[src/acs_pkg.sv]
package acs_pkg;

	// byte addresses in the die-to-die register window
	localparam logic [7:0] ADDR_CFG      = 8'h80;
	localparam logic [7:0] ADDR_STAT     = 8'h81;
	localparam logic [7:0] ADDR_SEL_HI   = 8'h82;
	localparam logic [7:0] ADDR_SEL_LO   = 8'h83;
	localparam logic [7:0] ADDR_DONE_HI  = 8'h84;
	localparam logic [7:0] ADDR_DONE_LO  = 8'h85;
	localparam logic [7:0] ADDR_RES_BASE = 8'h86;
	localparam logic [7:0] ADDR_RES_LAST = 8'hA5;

	// config field positions
	localparam int CFG_SEQ_IRQ_EN   = 7;
	localparam int CFG_REPEAT_EN    = 6;
	localparam int CFG_OFFS_COMP_EN = 5;
	localparam int CFG_ARST         = 4;
	localparam logic [7:0] CFG_WMASK = 8'hF7;

	// values after reset
	localparam logic [7:0]  CFG_RST  = 8'h00;
	localparam logic [3:0]  CNT_RST  = 4'hF;
	localparam logic [15:0] SEL_RST  = 16'h0000;
	localparam logic [15:0] DONE_RST = 16'h0000;

	// channel map
	localparam logic [15:0] CH_IMPL_MASK = 16'hDFFF;
	localparam logic [3:0]  CH_CAL       = 4'hF;
	localparam logic [3:0]  CH_FIRST_EXT = 4'h0;
	localparam logic [9:0]  CAL_EXPECT   = 10'h008;

	// converter clock cycles per phase
	localparam logic [4:0] SAMPLE_CYC = 5'd9;
	localparam logic [4:0] CONV_CYC   = 5'd18;
	localparam logic [4:0] GAP_CYC    = 5'd4;

	// prescaler terminal counts (divide minus one)
	localparam logic [3:0] DIV_TERM_10 = 4'd9;
	localparam logic [3:0] DIV_TERM_8  = 4'd7;
	localparam logic [3:0] DIV_TERM_6  = 4'd5;
	localparam logic [3:0] DIV_TERM_4  = 4'd3;
	localparam logic [3:0] DIV_TERM_2  = 4'd1;
	localparam logic [3:0] DIV_TERM_1  = 4'd0;

	typedef enum logic [4:0] {
		ST_IDLE = 5'b00001,
		ST_SEEK = 5'b00010,
		ST_SAMP = 5'b00100,
		ST_CONV = 5'b01000,
		ST_GAP  = 5'b10000
	} acs_state_t;

endpackage : acs_pkg

[src/acs_seq.sv]
`timescale 1ns/1ps
`default_nettype none

// Notes on behaviour
// - a set select bit includes that channel in the sequence; cleared excludes it.
// - any select write aborts the running sequence; only a high byte write restarts with new selection.
// - writing all zeros to the selection halts conversion, nothing restarts.
// - every select write clears all per-channel done flags at once.
// - byte writes start only on the high byte, channel 15 first; low byte starts nothing.
// - one read-only done flag per channel; bit 13 always reads zero.
// - byte reads of the done flags return live state, no latching.
// - results are left adjusted in bits 15..6; a wide or high byte read clears the channel's flag.
// - low byte read captures high byte for next read; high byte read clears flag.
// - inputs 0-8 external, 9-12 sense, 13 absent, 14 bandgap, 15 calibration.
// - offset compensation uses channel 15 reference expected at 8 LSB.
// - compensation needs enable bit and channel 15 in the starting write.
// - converter clock is the bus clock through a programmable prescaler.
// - each conversion is 9 sampling cycles then 18 conversion cycles.
// - before first conversion counter steps 15,0,1..14 one cycle each.
// - 4 cycles between channels; seeking next channel overlaps conversion.
// - prescaler codes divide by 10,8,6,4,2, and 1 for the rest.
// - order is 15,0,1..14; status counter shows channel being converted.
// - sequence done flag sets at sequence end; status read clears it.
// - with repeat enabled the sequence restarts after each completion.
module acs_seq
	import acs_pkg::*;
(
	input  wire logic        clk,         // system clock
	input  wire logic        rst,         // synchronous reset
	input  wire logic        ce,          // clock enable, freezes all state
	input  wire logic [7:0]  bus_addr,    // register byte address
	input  wire logic        bus_wr,      // write strobe
	input  wire logic        bus_rd,      // read strobe
	input  wire logic        bus_wide,    // 16-bit access at even address
	input  wire logic [15:0] bus_wdata,   // write data, byte in [7:0]
	output logic      [15:0] bus_rdata,   // read data
	output logic             bus_rvalid,  // read data valid pulse
	input  wire logic [9:0]  conv_data,   // raw converter core result
	output logic      [3:0]  mux_ch,      // analog multiplexer channel
	output logic             sample_en,   // sampling phase
	output logic             conv_run,    // conversion phase
	output logic             conv_tick,   // converter clock enable
	output logic             irq          // sequence done interrupt
);

	typedef struct packed {
		acs_state_t       state;
		logic [3:0]       cnt;
		logic [4:0]       ph;
		logic [3:0]       div;
		logic [7:0]       cfg;
		logic             seq_done;
		logic [15:0]      sel;
		logic [15:0]      done;
		logic [15:0][9:0] res;
		logic [9:0]       cal;
		logic             comp;
		logic [7:0]       hold;
		logic             hold_v;
		logic [15:0]      rdata;
		logic             rvalid;
	} acs_st_t;

	acs_st_t     s_q;
	acs_st_t     s_d;
	logic        tick;
	logic [3:0]  div_lim;
	logic [4:0]  nxt;
	logic [15:0] set_v;
	logic        seq_done_set;
	logic [7:0]  res_off;
	logic [3:0]  rch;
	logic        res_hit;
	logic [9:0]  comp_val;
	logic [15:0] new_sel;
	logic        start;
	logic [7:0]  wbyte;
	logic [7:0]  stat_b;

	// divide code to terminal count
	function automatic logic [3:0] div_term(input logic [2:0] code);
		case (code)
			3'b000:  div_term = DIV_TERM_10;
			3'b001:  div_term = DIV_TERM_8;
			3'b010:  div_term = DIV_TERM_6;
			3'b011:  div_term = DIV_TERM_4;
			3'b100:  div_term = DIV_TERM_2;
			default: div_term = DIV_TERM_1;
		endcase
	endfunction : div_term

	// next selected channel after c, in order 15,0,1..14
	function automatic logic [4:0] next_ch(input logic [15:0] s, input logic [3:0] c);
		logic [4:0] r;
		logic [3:0] ch;
		int         pos;
		r   = '0;
		ch  = '0;
		pos = (c == CH_CAL) ? 0 : int'(c) + 1;
		for (int k = 15; k >= 1; k--) begin
			ch = 4'(k - 1);
			if (s[ch] && k > pos) begin
				r = {1'b1, ch};
			end
		end
		next_ch = r;
	endfunction : next_ch

	// subtract measured offset, clamp to 10 bits
	function automatic logic [9:0] comp_fn(input logic [9:0] raw, input logic [9:0] cal);
		logic [11:0] d;
		d = {2'b00, raw} + {2'b00, CAL_EXPECT} - {2'b00, cal};
		if (d[11]) begin
			comp_fn = '0;
		end else if (d[10]) begin
			comp_fn = 10'h3FF;
		end else begin
			comp_fn = d[9:0];
		end
	endfunction : comp_fn

	assign div_lim = div_term(s_q.cfg[2:0]);
	assign tick = (s_q.div >= div_lim);
	assign nxt = next_ch(s_q.sel, s_q.cnt);
	assign res_off = 8'(bus_addr - ADDR_RES_BASE);
	assign rch = res_off[4:1];
	assign res_hit = (bus_addr >= ADDR_RES_BASE) && (bus_addr <= ADDR_RES_LAST);
	assign wbyte = bus_wide ? bus_wdata[15:8] : bus_wdata[7:0];
	assign stat_b = {s_q.seq_done, 3'b000, s_q.cnt};
	assign comp_val = (s_q.comp && s_q.cnt != CH_CAL) ? comp_fn(conv_data, s_q.cal) : conv_data;

	always_comb begin
		s_d = s_q;
		set_v = '0;
		seq_done_set = 1'b0;
		new_sel = s_q.sel;
		start = 1'b0;
		s_d.rvalid = 1'b0;
		s_d.div = tick ? 4'h0 : 4'(s_q.div + 4'd1);
		if (tick) begin
			case (s_q.state)
				ST_IDLE: begin
					s_d.state = ST_IDLE;
				end
				ST_SEEK: begin
					if (s_q.sel[s_q.cnt]) begin
						s_d.state = ST_SAMP;
						s_d.ph = '0;
					end else begin
						s_d.cnt = (s_q.cnt == CH_CAL) ? CH_FIRST_EXT : 4'(s_q.cnt + 4'd1);
					end
				end
				ST_SAMP: begin
					if (s_q.ph == SAMPLE_CYC - 5'd1) begin
						s_d.state = ST_CONV;
						s_d.ph = '0;
					end else begin
						s_d.ph = 5'(s_q.ph + 5'd1);
					end
				end
				ST_CONV: begin
					if (s_q.ph == CONV_CYC - 5'd1) begin
						set_v[s_q.cnt] = 1'b1;
						s_d.res[s_q.cnt] = comp_val;
						if (s_q.cnt == CH_CAL) begin
							s_d.cal = conv_data;
						end
						s_d.ph = '0;
						if (nxt[4]) begin
							s_d.state = ST_GAP;
						end else begin
							seq_done_set = 1'b1;
							if (s_q.cfg[CFG_REPEAT_EN]) begin
								s_d.state = ST_SEEK;
								s_d.cnt = CH_CAL;
							end else begin
								s_d.state = ST_IDLE;
							end
						end
					end else begin
						s_d.ph = 5'(s_q.ph + 5'd1);
					end
				end
				ST_GAP: begin
					if (s_q.ph == GAP_CYC - 5'd1) begin
						s_d.state = ST_SAMP;
						s_d.cnt = nxt[3:0];
						s_d.ph = '0;
					end else begin
						s_d.ph = 5'(s_q.ph + 5'd1);
					end
				end
				default: begin
					s_d.state = ST_IDLE;
				end
			endcase
		end
		s_d.done = (s_q.done | set_v) & CH_IMPL_MASK;
		s_d.seq_done = s_q.seq_done | seq_done_set;

		if (bus_rd) begin
			s_d.rvalid = 1'b1;
			s_d.rdata = '0;
			case (bus_addr)
				ADDR_CFG: begin
					s_d.rdata = bus_wide ? {s_q.cfg, stat_b} : {8'h00, s_q.cfg};
					if (bus_wide) begin
						s_d.seq_done = seq_done_set;
					end
				end
				ADDR_STAT: begin
					s_d.rdata = {8'h00, stat_b};
					s_d.seq_done = seq_done_set;
				end
				ADDR_SEL_HI: begin
					s_d.rdata = bus_wide ? s_q.sel : {8'h00, s_q.sel[15:8]};
				end
				ADDR_SEL_LO: begin
					s_d.rdata = {8'h00, s_q.sel[7:0]};
				end
				ADDR_DONE_HI: begin
					s_d.rdata = bus_wide ? s_q.done : {8'h00, s_q.done[15:8]};
				end
				ADDR_DONE_LO: begin
					s_d.rdata = {8'h00, s_q.done[7:0]};
				end
				default: begin
					if (res_hit && CH_IMPL_MASK[rch]) begin
						if (bus_wide) begin
							s_d.rdata = {s_q.res[rch], 6'b000000};
							s_d.done[rch] = set_v[rch];
						end else if (res_off[0]) begin
							s_d.rdata = {8'h00, s_q.res[rch][1:0], 6'b000000};
							s_d.hold = s_q.res[rch][9:2];
							s_d.hold_v = 1'b1;
						end else begin
							s_d.rdata = {8'h00, s_q.hold_v ? s_q.hold : s_q.res[rch][9:2]};
							s_d.hold_v = 1'b0;
							s_d.done[rch] = set_v[rch];
						end
					end
				end
			endcase
		end

		if (bus_wr) begin
			case (bus_addr)
				ADDR_CFG: begin
					s_d.cfg = wbyte & CFG_WMASK;
				end
				ADDR_SEL_HI: begin
					new_sel = bus_wide ? bus_wdata : {bus_wdata[7:0], s_q.sel[7:0]};
					start = 1'b1;
				end
				ADDR_SEL_LO: begin
					new_sel = {s_q.sel[15:8], bus_wdata[7:0]};
				end
				default: begin
					s_d.sel = s_q.sel;
				end
			endcase
			if (bus_addr == ADDR_SEL_HI || bus_addr == ADDR_SEL_LO) begin
				s_d.sel = new_sel & CH_IMPL_MASK;
				s_d.done = DONE_RST;
				s_d.ph = '0;
				s_d.comp = s_q.cfg[CFG_OFFS_COMP_EN] && new_sel[CH_CAL];
				if (start && (new_sel & CH_IMPL_MASK) != SEL_RST) begin
					s_d.state = ST_SEEK;
					s_d.cnt = CH_CAL;
				end else begin
					s_d.state = ST_IDLE;
				end
			end
		end

		if (s_d.cfg[CFG_ARST]) begin
			s_d.state = ST_IDLE;
			s_d.cnt = CNT_RST;
			s_d.ph = '0;
			s_d.seq_done = 1'b0;
			s_d.sel = SEL_RST;
			s_d.done = DONE_RST;
			s_d.res = '0;
			s_d.cal = '0;
			s_d.comp = 1'b0;
			s_d.hold_v = 1'b0;
		end
	end

	always_ff @(posedge clk) begin
		if (rst) begin
			s_q.state <= ST_IDLE;
			s_q.cnt <= CNT_RST;
			s_q.ph <= '0;
			s_q.div <= '0;
			s_q.cfg <= CFG_RST;
			s_q.seq_done <= 1'b0;
			s_q.sel <= SEL_RST;
			s_q.done <= DONE_RST;
			s_q.res <= '0;
			s_q.cal <= '0;
			s_q.comp <= 1'b0;
			s_q.hold <= '0;
			s_q.hold_v <= 1'b0;
			s_q.rdata <= '0;
			s_q.rvalid <= 1'b0;
		end else if (ce) begin
			s_q <= s_d;
		end
	end

	assign bus_rdata = s_q.rdata;
	assign bus_rvalid = s_q.rvalid;
	assign mux_ch = s_q.cnt;
	assign sample_en = (s_q.state == ST_SAMP);
	assign conv_run = (s_q.state == ST_CONV);
	assign conv_tick = tick;
	assign irq = s_q.cfg[CFG_SEQ_IRQ_EN] & s_q.seq_done;

	chk_flag13_zero: assert property (@(posedge clk) disable iff (rst)
		!s_q.done[13])
		else $error("done flag of absent channel set");

	chk_write_clears: assert property (@(posedge clk) disable iff (rst)
		ce && bus_wr && (bus_addr == ADDR_SEL_HI || bus_addr == ADDR_SEL_LO) |=> s_q.done == DONE_RST)
		else $error("select write left done flags set");

	chk_zero_halts: assert property (@(posedge clk) disable iff (rst)
		ce && bus_wr && bus_wide && bus_addr == ADDR_SEL_HI && bus_wdata == SEL_RST
		|=> s_q.state == ST_IDLE && s_q.sel == SEL_RST)
		else $error("zero selection did not halt");

	chk_low_nostart: assert property (@(posedge clk) disable iff (rst)
		ce && bus_wr && bus_addr == ADDR_SEL_LO |=> s_q.state == ST_IDLE)
		else $error("low byte write started conversion");

	chk_hi_start: assert property (@(posedge clk) disable iff (rst)
		ce && bus_wr && bus_wide && bus_addr == ADDR_SEL_HI && !s_q.cfg[CFG_ARST]
		&& (bus_wdata & CH_IMPL_MASK) != SEL_RST |=> s_q.state == ST_SEEK && s_q.cnt == CH_CAL)
		else $error("select write did not restart at channel 15");

	chk_res_adjust: assert property (@(posedge clk) disable iff (rst)
		ce && bus_rd && bus_wide && res_hit && !bus_wr
		|=> s_q.rdata[5:0] == 6'b000000 && s_q.rvalid)
		else $error("result not left adjusted");

	chk_read_clears: assert property (@(posedge clk) disable iff (rst)
		ce && bus_rd && !bus_wr && bus_wide && res_hit && !set_v[rch] |=> !s_q.done[$past(rch)])
		else $error("result read kept done flag");

	chk_seqflag_read: assert property (@(posedge clk) disable iff (rst)
		ce && bus_rd && !bus_wide && bus_addr == ADDR_STAT && !seq_done_set |=> !s_q.seq_done)
		else $error("status read kept sequence flag");

	chk_sample_sel: assert property (@(posedge clk) disable iff (rst)
		s_q.state == ST_SAMP |-> s_q.sel[s_q.cnt])
		else $error("sampling an unselected channel");

	chk_phase_len: assert property (@(posedge clk) disable iff (rst)
		(s_q.state == ST_SAMP |-> s_q.ph < SAMPLE_CYC) and (s_q.state == ST_GAP |-> s_q.ph < GAP_CYC))
		else $error("phase counter overran");

	chk_div_bound: assert property (@(posedge clk) disable iff (rst)
		ce && !tick |=> s_q.div <= DIV_TERM_10)
		else $error("prescaler out of range");

endmodule : acs_seq

`default_nettype wire

[config.mk]
export PLATFORM = sky130hd
export DESIGN_NAME = acs_seq
export DESIGN_NICKNAME = d
export VERILOG_FILES = /design/src/acs_pkg.sv /design/src/acs_seq.sv
export SDC_FILE = /design/constraint.sdc
export NUM_CORES = 1
export LEC_CHECK = 0
export BUFFER_PORTS_ARGS = -buffer_cell sky130_fd_sc_hd__buf_4
export CORE_AREA = 2 2 302 155
export CTS_CLUSTER_DIAMETER = 120
export DETAILED_ROUTE_END_ITERATION = 7
export DIE_AREA = 0 0 304 157
export PLACE_DENSITY = 0.55
export SYNTH_ARGS = -nofsm -noshare
export SYNTH_HDL_FRONTEND = slang
export SYNTH_SLANG_ARGS = --single-unit
[constraint.sdc]
create_clock -name clk -period 7.5 [get_ports clk]
set_clock_uncertainty 0.15 [all_clocks]
set_input_delay 1.125 -clock clk [delete_from_list [all_inputs] [get_ports clk]]
set_output_delay 1.125 -clock clk [all_outputs]
set_load 0.02 [all_outputs]
Word level (Yosys, flattened, before mapping)
Memory sizes are Yosys's and may differ from the RTL's.
Index checks and enable logic that the tools add are counted.

operators by class
  add/subtract/negate cells = 7
  multiply operators = 0
  divide/modulo/power cells = 0
  $lt $le $gt $ge = 22
  equal/unequal tests = 21
  shift operators = 0
  muxes and demuxes = 103
  bitwise gates (word level) = 5
  reduce and logical (&&, ||, !) cells = 41

operators by type and width
  cell                                                                             count
  170-bit 2-to-1 mux                                                               3
  16-bit 2-to-1 mux                                                                14
  204-bit 2-to-1 mux                                                               1
  160-bit bitwise mux                                                              1
  5-bit 2-to-1 mux                                                                 25
  16-bit case mux with 6 select lines                                              1
  32-bit 2-to-1 mux                                                                2
  10-bit 2-to-1 mux                                                                6
  14-bit 2-to-1 mux                                                                4
  8-bit equality test (second input constant)                                      6
  10-bit binary-select mux with 4-bit select                                       1
  10-bit demux with 4-bit select                                                   1
  4-bit by 5-bit greater-than comparator with 1-bit output (first input constant)  8
  5-bit case mux with 4 select lines                                               2
  17-bit 2-to-1 mux                                                                2
  16-bit case mux with 2 select lines                                              1
  4-bit 2-to-1 mux                                                                 6
  1-bit logical AND                                                                22
  3-bit by 5-bit greater-than comparator with 1-bit output (first input constant)  4
  4-bit case mux with 5 select lines                                               1
  1-bit 2-to-1 mux                                                                 18
  18-bit 2-to-1 mux                                                                1
  9-bit 2-to-1 mux                                                                 2
  16-bit bitwise mux                                                               1
  other kinds (43)                                                                 66

storage, ports and cells
  bits in registers = 255
  bits in latches = 0
  bits in writable memories = 0
  bits in read-only memories = 16
  output and inout bits = 25
  memories = 1

memory list
  name             words  bits a word  rd ports  clocked after memory_dff  write ports  line            source
  (no name shown)  16     1            1         0                         0            acs_seq.sv:228  if (res_hit && CH_IMPL_MASK[rch]) begin

Longest topological paths before layout
Gate-level depths: netlist of the first run.

  depth in word-level cells = 28
  gate-level depth with buffers = 15
  mapped depth without buffers = 13

Worst setup path after synthesis of the first run
Ideal clock, no wire load.

  path type = input port to flip-flop
  from = input conv_data[1]
  to = register s_q[65] (netlist name)
  data arrival time = 3.624 ns
  data required time = 7.222 ns
  setup slack = 3.599 ns
  stages = 13
  path buffers = 2
  cell sequence = ha_1 -> ha_1 -> fa_1 -> a21oi_1 -> o211ai_1 -> o41ai_1 -> or3_1 -> a21o_1 -> buf_2 -> o21ai_1 -> buf_2 -> a22oi_1 -> nor2_1

between the ends
  cells in the longest elaborated chain, start to end = 10

ends and longest elaborated chain
  what                                                line            source
  start: declaration                                  acs_seq.sv:38   input wire logic [9:0] conv_data,
  10-bit by 4-bit adder with 11-bit output (*)        acs_seq.sv:112  d = {2'b00, raw} + {2'b00, CAL_EXPECT} - {2'b00, cal};
  11-bit by 10-bit subtractor with 12-bit output (*)  acs_seq.sv:112
  10-bit 2-to-1 mux                                   acs_seq.sv:115  end else if (d[10]) begin
  10-bit 2-to-1 mux (*)                               acs_seq.sv:113  if (d[11]) begin
  10-bit 2-to-1 mux (*)                               acs_seq.sv:130  assign comp_val = (s_q.comp && s_q.cnt != CH_CAL) ? comp_fn(conv_data, s_q.cal) : conv_data;
  160-bit bitwise mux (*)                             acs_seq.sv:164  s_d.res[s_q.cnt] = comp_val;
  170-bit 2-to-1 mux (*)                              acs_seq.sv:162  if (s_q.ph == CONV_CYC - 5'd1) begin
  170-bit 2-to-1 mux (*)                              acs_seq.sv:141  case (s_q.state)
  170-bit 2-to-1 mux (*)                              acs_seq.sv:140  if (tick) begin
  204-bit 2-to-1 mux (*)                              acs_seq.sv:276  if (s_d.cfg[CFG_ARST]) begin
  end: declaration                                    acs_seq.sv:64   acs_st_t s_q;

Every way passes the cells marked *; elsewhere a longest branch is shown, timed or not. The select of a mux whose other input is x is not followed.
A chain may end at the register's enable or synchronous reset.

Worst setup path in the final report of the first run
  from = input bus_addr[1]
  to = register s_q[197] (netlist name)

between the ends
  cells in the longest elaborated chain, start to end = 14
  elaborated cells on any way between the ends = 33
  those cells by class = add/sub: 1; order compare: 4; eq/ne: 6; mux: 16; reduce/logical: 5; memory: 1

ends and longest elaborated chain
  what                                                                                                                                                         line                            source
  start: declaration                                                                                                                                           acs_seq.sv:31                   input wire logic [7:0] bus_addr,
  5-bit by 3-bit subtractor with 5-bit output                                                                                                                  acs_seq.sv:125                  assign res_off = 8'(bus_addr - ADDR_RES_BASE);
  4-bit by 5-bit less-than comparator with 1-bit output (not written as such) or 4-bit by 1-bit greater-or-equal comparator with 1-bit output (tied branches)  acs_seq.sv:231, acs_seq.sv:239
  1-bit logical AND (not written as such)                                                                                                                      acs_seq.sv:231, acs_seq.sv:239
  1-bit 2-to-1 mux (not written as such)                                                                                                                       acs_seq.sv:231, acs_seq.sv:239
  1-bit demux with 4-bit select                                                                                                                                acs_seq.sv:231, acs_seq.sv:239
  16-bit bitwise mux                                                                                                                                           acs_seq.sv:231, acs_seq.sv:239
  16-bit 2-to-1 mux                                                                                                                                            acs_seq.sv:232                  end else if (res_off[0]) begin
  16-bit 2-to-1 mux                                                                                                                                            acs_seq.sv:229                  if (bus_wide) begin
  16-bit 2-to-1 mux                                                                                                                                            acs_seq.sv:228
  16-bit 2-to-1 mux                                                                                                                                            acs_seq.sv:204                  case (bus_addr)
  16-bit 2-to-1 mux                                                                                                                                            acs_seq.sv:201                  if (bus_rd) begin
  32-bit 2-to-1 mux                                                                                                                                            acs_seq.sv:262                  if (bus_addr == ADDR_SEL_HI || bus_addr == ADDR_SEL_LO) begin
  32-bit 2-to-1 mux                                                                                                                                            acs_seq.sv:246                  if (bus_wr) begin
  204-bit 2-to-1 mux (*)                                                                                                                                       acs_seq.sv:276

Marked as above.

==> results.yml, run 1 <==
status:
  run_status: "complete, no violations"
synth:
  synthDistinctLibCells: 88
  post_synth_inst_count: 1577
  ys_top_cells_by_area: "sky130_fd_sc_hd__dfxtp_1 (37%), sky130_fd_sc_hd__a22oi_1 (8.9%), sky130_fd_sc_hd__mux4_2 (7.2%), sky130_fd_sc_hd__nor2_1 (6.7%), sky130_fd_sc_hd__mux2i_1 (3.5%)"
  synth.yosys.warnings: 0
  asyncSetResetFlopFracSynth_pct: 0
  synth.avg_cell_area_um2: 8.74
  synthesis.nets: 1655
  synth_sequential_area_ratio_pct: 36.9
  postSynthRegisterBits: 254
  netlist_area_mm2: 0.0138
  synth_top_cell_area_share_pct: 36.9
  synth_enable_flop_cells: 0
  synth-main-ff-cell: "sky130_fd_sc_hd__dfxtp_1"
  synth_area_leader_cell: "sky130_fd_sc_hd__dfxtp_1"
die:
  rows: 55
  core_area_mm2: 0.0448
  io-pin-count: 65
  die_y_um: 157
  initial_cell_density_of_the_core_pct: 30.8
  dieArea_mm2: 0.0477
  die_w_um: 304
timing:
  hold_violations: 0
  setup_total_negative_slack_ns: 0
  grt_setup_unrepaired: "no"
  clock.fmax_ghz: 0.212
  maxSlewHeadroom_pct: 18.1
  drv_slew: 0
  final_worst_path_cycle_share_pct: 62.9
  setup_viol_count_final: 0
  post_route_minimum_period_ns: 4.72
  max_slew.worst_pin.slew_ns: 1.22
placed_design:
  io_buffers: 64
  hpwl_um: 31200
  globalplace.congestion: 0.902
layout:
  utilization_pct: 34.5
  antennaDiodeCount: 0
  area_growth_pct: 12.2
  design.final.nets: 1640
  mostFrequentLayoutCell: "sky130_fd_sc_hd__dfxtp_1"
  drive_gt1_share_pct: 14.5
  layout_common_cells: "sky130_fd_sc_hd__dfxtp_1 (254), sky130_fd_sc_hd__nor2_1 (247), sky130_fd_sc_hd__a22oi_1 (163)"
grt:
  grt_util_all_layers_pct: 18.5
  grt_pass1_vias: 11600
  grt_max_degree: 88
  number_of_antenna_violations_at_the_first_check_in_global_routing: 0
  grt_overflow: 0
  grt_pass1_wl_um: 69600
flow_run:
  max_cap_viol_count: 0
route:
  via_per_inst: 5.65
  route.final.wire_length_um: 45200
  wire_per_inst_um: 20.7
  first_iter_violations: 1530
  drt_pass1_iterations: 6
  ant_nets: 0
  drc_errors: 0
  route.vias.total: 12300
worst_setup_path:
  arrival_ns: 5.03
  crit_path_start_kind: "primary input"
  r2r_start: "mux_ch[1]$_SDFFE_PP1P_"
  worstPathRequired_ns: 7.81
  regToRegSetupSlack_ns: 3.52
  timing.critical_path.to: "s_q[197]$_SDFFE_PP0P_"
  crit_path_max_fanout: 53
  critical_path.endpoint_type: "register"
  r2r_end: "mux_ch[2]$_SDFFE_PP1P_"
  ff2ff_path_depth: 8
  critPathKind: "in -> reg"
  worst_setup_path_startpoint: "bus_addr[1]"
clocking:
  cts.sinks: 254
  post_cts.repair.setup_buffers: 0
  cts_htree_levels: 1
  numCtsBuffers: 26
  cts_hold_repair.buffers: 0
  cts_max_path_buffers: 3
  cts_resized: 0
  cts_tree: "yes"
  clock-root-buffer: "sky130_fd_sc_hd__clkbuf_16"
  insertion_delay_ns: 0.57
  path_clk_slew_ns: 0.06
power_and_ir_drop:
  power_leakage_nw: 5.65
  ir_worst_vdd_v: 0.000148
  power-per-cell-area_mw_per_mm2: 191
min_path:
  worst_hold_path_type: "reg -> reg"
worst min-delay path by stage:
stage                                startpoint               endpoint  slack [ns]  cells after the start
final                     s_q[196]$_SDFFE_PP0P_  s_q[196]$_SDFFE_PP0P_        0.31                      2
after global routing       s_q[33]$_SDFFE_PP0P_   s_q[33]$_SDFFE_PP0P_        0.33                      2
after CTS                  s_q[33]$_SDFFE_PP0P_   s_q[33]$_SDFFE_PP0P_        0.31                      2
after floorplan           s_q[210]$_SDFFE_PP0P_  s_q[210]$_SDFFE_PP0P_        0.27                      1
after global placement     s_q[33]$_SDFFE_PP0P_   s_q[33]$_SDFFE_PP0P_        0.29                      2
after detailed placement   s_q[33]$_SDFFE_PP0P_   s_q[33]$_SDFFE_PP0P_        0.30                      2
routing by layer:
layer | GRT usage [%] | vias up | share of wire [%]
met2 | 29.8 | 424 | 45
li1 | - | 5767 | -
met5 | 0 | - | 0
met1 | 24.5 | 6022 | 45
met4 | 7.84 | 0 | 4.1
met3 | 3.11 | 96 | 6.0
sequential cells by signal (all words and copies together) (netlist names):
signal	flops
bus_rvalid	1
s_q	233
mux_ch	4
bus_rdata	16
Yosys cell counts, drive strengths merged (16+ instances only):
cell type and instances:
a21oi 92, clkbuf 65, nor3 21, nor2 256
a22o 20, mux4 44, nand3 40, a22oi 163
nand2 117, buf 59, o21ai 65, mux2i 48
nor4 16, dfxtp 254, ha 36, inv 43
metrics by stage:
step | power (mW) | instance area (um^2) | worst slack [ns] | instances | hold slack, ns
2_1_floorplan | 1.56 | 13800 | 3.60 | 1577 | 0.274
3_3_place_gp | 1.65 | 14600 | 2.18 | 2132 | 0.294
3_5_place_dp | 1.65 | 14600 | 2.15 | 2132 | 0.299
4_1_cts | 2.97 | 15500 | 2.72 | 2179 | 0.308
5_1_grt | 3.05 | 15500 | 2.47 | 2179 | 0.327
6_report | 2.95 | 15500 | 2.78 | 2179 | 0.305
cell families after synthesis:
group           after synthesis  synth area share, %
simple gates                541                 18.3
buf+inv                     168                 5.57
flops                       254                 36.9
mux                         107                 11.9
compound gates              456                 23.0
xor+xnor                     13                0.826
fa+ha+maj                    38                 3.56
critical path, stage by stage:
cell and delay, ns:
sky130_fd_sc_hd__buf_4 0.72, sky130_fd_sc_hd__ha_1 0.53, sky130_fd_sc_hd__xor2_4 0.86, sky130_fd_sc_hd__nand2_1 0.10
sky130_fd_sc_hd__nor4bb_1 0.18, sky130_fd_sc_hd__o211ai_1 0.98, sky130_fd_sc_hd__mux2i_1 0.22, sky130_fd_sc_hd__a22o_1 0.29
area by class of cell:
class	instances	area, um^2
clock inverter	13	140
clock buffer	34	721
fill	4603	29300
inverter	44	165
multi-input combinational	1155	8000
tap	598	748
timing repair buffer	81	612
sequential	254	5080
report_power, final:
part           switching [mW]  internal, mW
clock                   0.581         0.749
sequential            0.00363          1.35
combinational           0.176        0.0865
Power figures use the tool's default switching activity.
==> run 2, diff against run 1 <==
PLACE_DENSITY = 0.56   (was 0.55)
clock period = 3.8 ns   (was 7.5 ns; I/O delays follow)
==> results.yml, run 2 (synthesis results as in run 1) <==
status:
  run_status: "complete, no violations"
route:
  ant_nets: 0
  route.vias.total: 12600
  drt_pass1_iterations: 5
  route.final.wire_length_um: 46200
  via_per_inst: 5.62
  first_iter_violations: 1417
  wire_per_inst_um: 20.6
  drc_errors: 0
timing:
  final_worst_path_cycle_share_pct: 92.4
  maxSlewHeadroom_pct: 14.8
  grt_setup_unrepaired: "no"
  max_slew.worst_pin.slew_ns: 1.27
  drv_slew: 0
  post_route_minimum_period_ns: 3.51
  setup_total_negative_slack_ns: 0
  setup_viol_count_final: 0
  hold_violations: 0
  clock.fmax_ghz: 0.285
clocking:
  cts_max_path_buffers: 3
  cts.sinks: 254
  cts_resized: 0
  post_cts.repair.setup_buffers: 0
  cts_htree_levels: 1
  numCtsBuffers: 26
  cts_hold_repair.buffers: 0
  insertion_delay_ns: 0.58
  cts_tree: "yes"
  clock-root-buffer: "sky130_fd_sc_hd__clkbuf_16"
  path_clk_slew_ns: 0.07
layout:
  antennaDiodeCount: 0
  mostFrequentLayoutCell: "sky130_fd_sc_hd__dfxtp_1"
  multi_input_area_mm2: 0.00798
  filler_cell_count: 4611
  largest_register_ffs: 233
  area_growth_pct: 15.8
  ff_latch_area_mm2: 0.00508
  layout_common_cells: "sky130_fd_sc_hd__dfxtp_1 (254), sky130_fd_sc_hd__nor2_1 (247), sky130_fd_sc_hd__a22oi_1 (163)"
  drive_gt1_share_pct: 17.2
  design.final.nets: 1696
  registers.top_by_ff_count: "s_q"
power_and_ir_drop:
  power.share.clock_pct: 45.9
  ir_worst_vdd_v: 0.000332
  power-per-cell-area_mw_per_mm2: 374
  switching_share_pct: 25.7
  share_comb_of_total_power_pct: 9.3
  power_leakage_nw: 5.94
  power.switching_mw: 1.53
  p_int_mw: 4.44
  power_mw: 5.98
  share_seq_of_total_power_pct: 44.7
die:
  die_w_um: 304
  core_area_mm2: 0.0448
  die_y_um: 157
  initial_cell_density_of_the_core_pct: 30.8
  rows: 55
  dieArea_mm2: 0.0477
  io-pin-count: 65
worst_setup_path:
  arrival_ns: 3.86
  worstPathRequired_ns: 4.15
  crit_path_max_fanout: 20
  critical_path.endpoint_type: "register"
  critPathKind: "reg -> reg"
  crit_path_start_kind: "register"
placed_design:
  hpwl_um: 32000
  globalplace.congestion: 0.948
  io_buffers: 64
grt:
  number_of_antenna_violations_at_the_first_check_in_global_routing: 1
  grt_pass1_vias: 11700
  grt_overflow: 0
  grt_pass1_wl_um: 70800
  grt_max_degree: 186
  grt_util_all_layers_pct: 18.8
flow_run:
  max_cap_viol_count: 0
min_path:
  worst_hold_path_type: "in -> reg"
[run 2: cell types whose count changed in the layout (fill, tap and decap cells not counted)]
cell                         delta
sky130_fd_sc_hd__inv_6          +1
sky130_fd_sc_hd__buf_4         +52
sky130_fd_sc_hd__clkbuf_8       +1
sky130_fd_sc_hd__clkinv_2       -5
sky130_fd_sc_hd__bufinv_16      +1
sky130_fd_sc_hd__o21ai_1        +4
sky130_fd_sc_hd__clkinvlp_4     +2
sky130_fd_sc_hd__o21ai_2        -4
sky130_fd_sc_hd__clkbuf_1       +1
sky130_fd_sc_hd__buf_12         +4
[run 2: critical path, cell delays in order (launching register included)]
cell and delay [ns]:
sky130_fd_sc_hd__dfxtp_1 0.38, sky130_fd_sc_hd__or3_1 0.39, sky130_fd_sc_hd__ha_1 0.28, sky130_fd_sc_hd__o21a_1 0.11, sky130_fd_sc_hd__nor2_1 0.05, sky130_fd_sc_hd__a211oi_2 0.19, sky130_fd_sc_hd__buf_4 0.27, sky130_fd_sc_hd__nand3_1 0.24
sky130_fd_sc_hd__nor2_1 1.03, sky130_fd_sc_hd__a22oi_1 0.22, sky130_fd_sc_hd__nor2_1 0.13
[run 2: path summary, 6_finish.rpt]
kind	startpoint	slack, ns	endpoint	depth (start not counted)
worst max-delay path	s_q[230]$_SDFFE_PP0P_	0.29	s_q[181]$_SDFFE_PP0P_	10
worst min-delay path	bus_wdata[3]	0.09	s_q[216]$_SDFFE_PP0P_	2
worst max register to register	s_q[230]$_SDFFE_PP0P_	0.29	s_q[181]$_SDFFE_PP0P_	10
worst min register to register	s_q[32]$_SDFFE_PP0P_	0.30	s_q[32]$_SDFFE_PP0P_	2
[run 2: per-layer routing]
layer  GRT usage (%)  vias to the layer above  wire length (um)
met5               0                        -                 0
met4            4.93                        0              1200
met3            2.45                       90              3260
met2            31.4                      479             21200
met1            25.7                     6108             20500
li1                -                     5880                 -
[run 2: metrics by stage]
stage                     hold slack, ns  cells  util, %  setup WS (ns)  instance area [um^2]
final                             0.0872   2236     35.6          0.288                 16000
after global routing              0.0791   2236     35.6          0.103                 16000
after CTS                         0.0716   2236     35.6          0.347                 16000
after detailed placement           0.294   2188     33.6         0.0734                 15100
after global placement             0.290   2188     33.6         0.0769                 15100
after floorplan                    0.274   1577        -          0.454                 13800
[run 2: layout make-up]
| type | count | share of cell area, % |
|---|---|---|
| Clock buffer | 36 | 4.62 |
| Clock inverter | 12 | 1.06 |
| Inverter | 44 | 1.03 |
| Multi-Input combinational cell | 1155 | 50.0 |
| Sequential cell | 254 | 31.8 |
| Tap cell | 598 | 4.69 |
| Timing Repair Buffer | 137 | 6.78 |
[run 2: power groups by stage]
stage | registers [mW] | logic [mW] | clock network, mW
floorplan | 2.73 | 0.350 | 0
global placement | 2.74 | 0.558 | 0
detailed placement | 2.74 | 0.556 | 0
CTS | 2.67 | 0.558 | 2.78
global route | 2.67 | 0.602 | 2.89
finish | 2.67 | 0.559 | 2.75
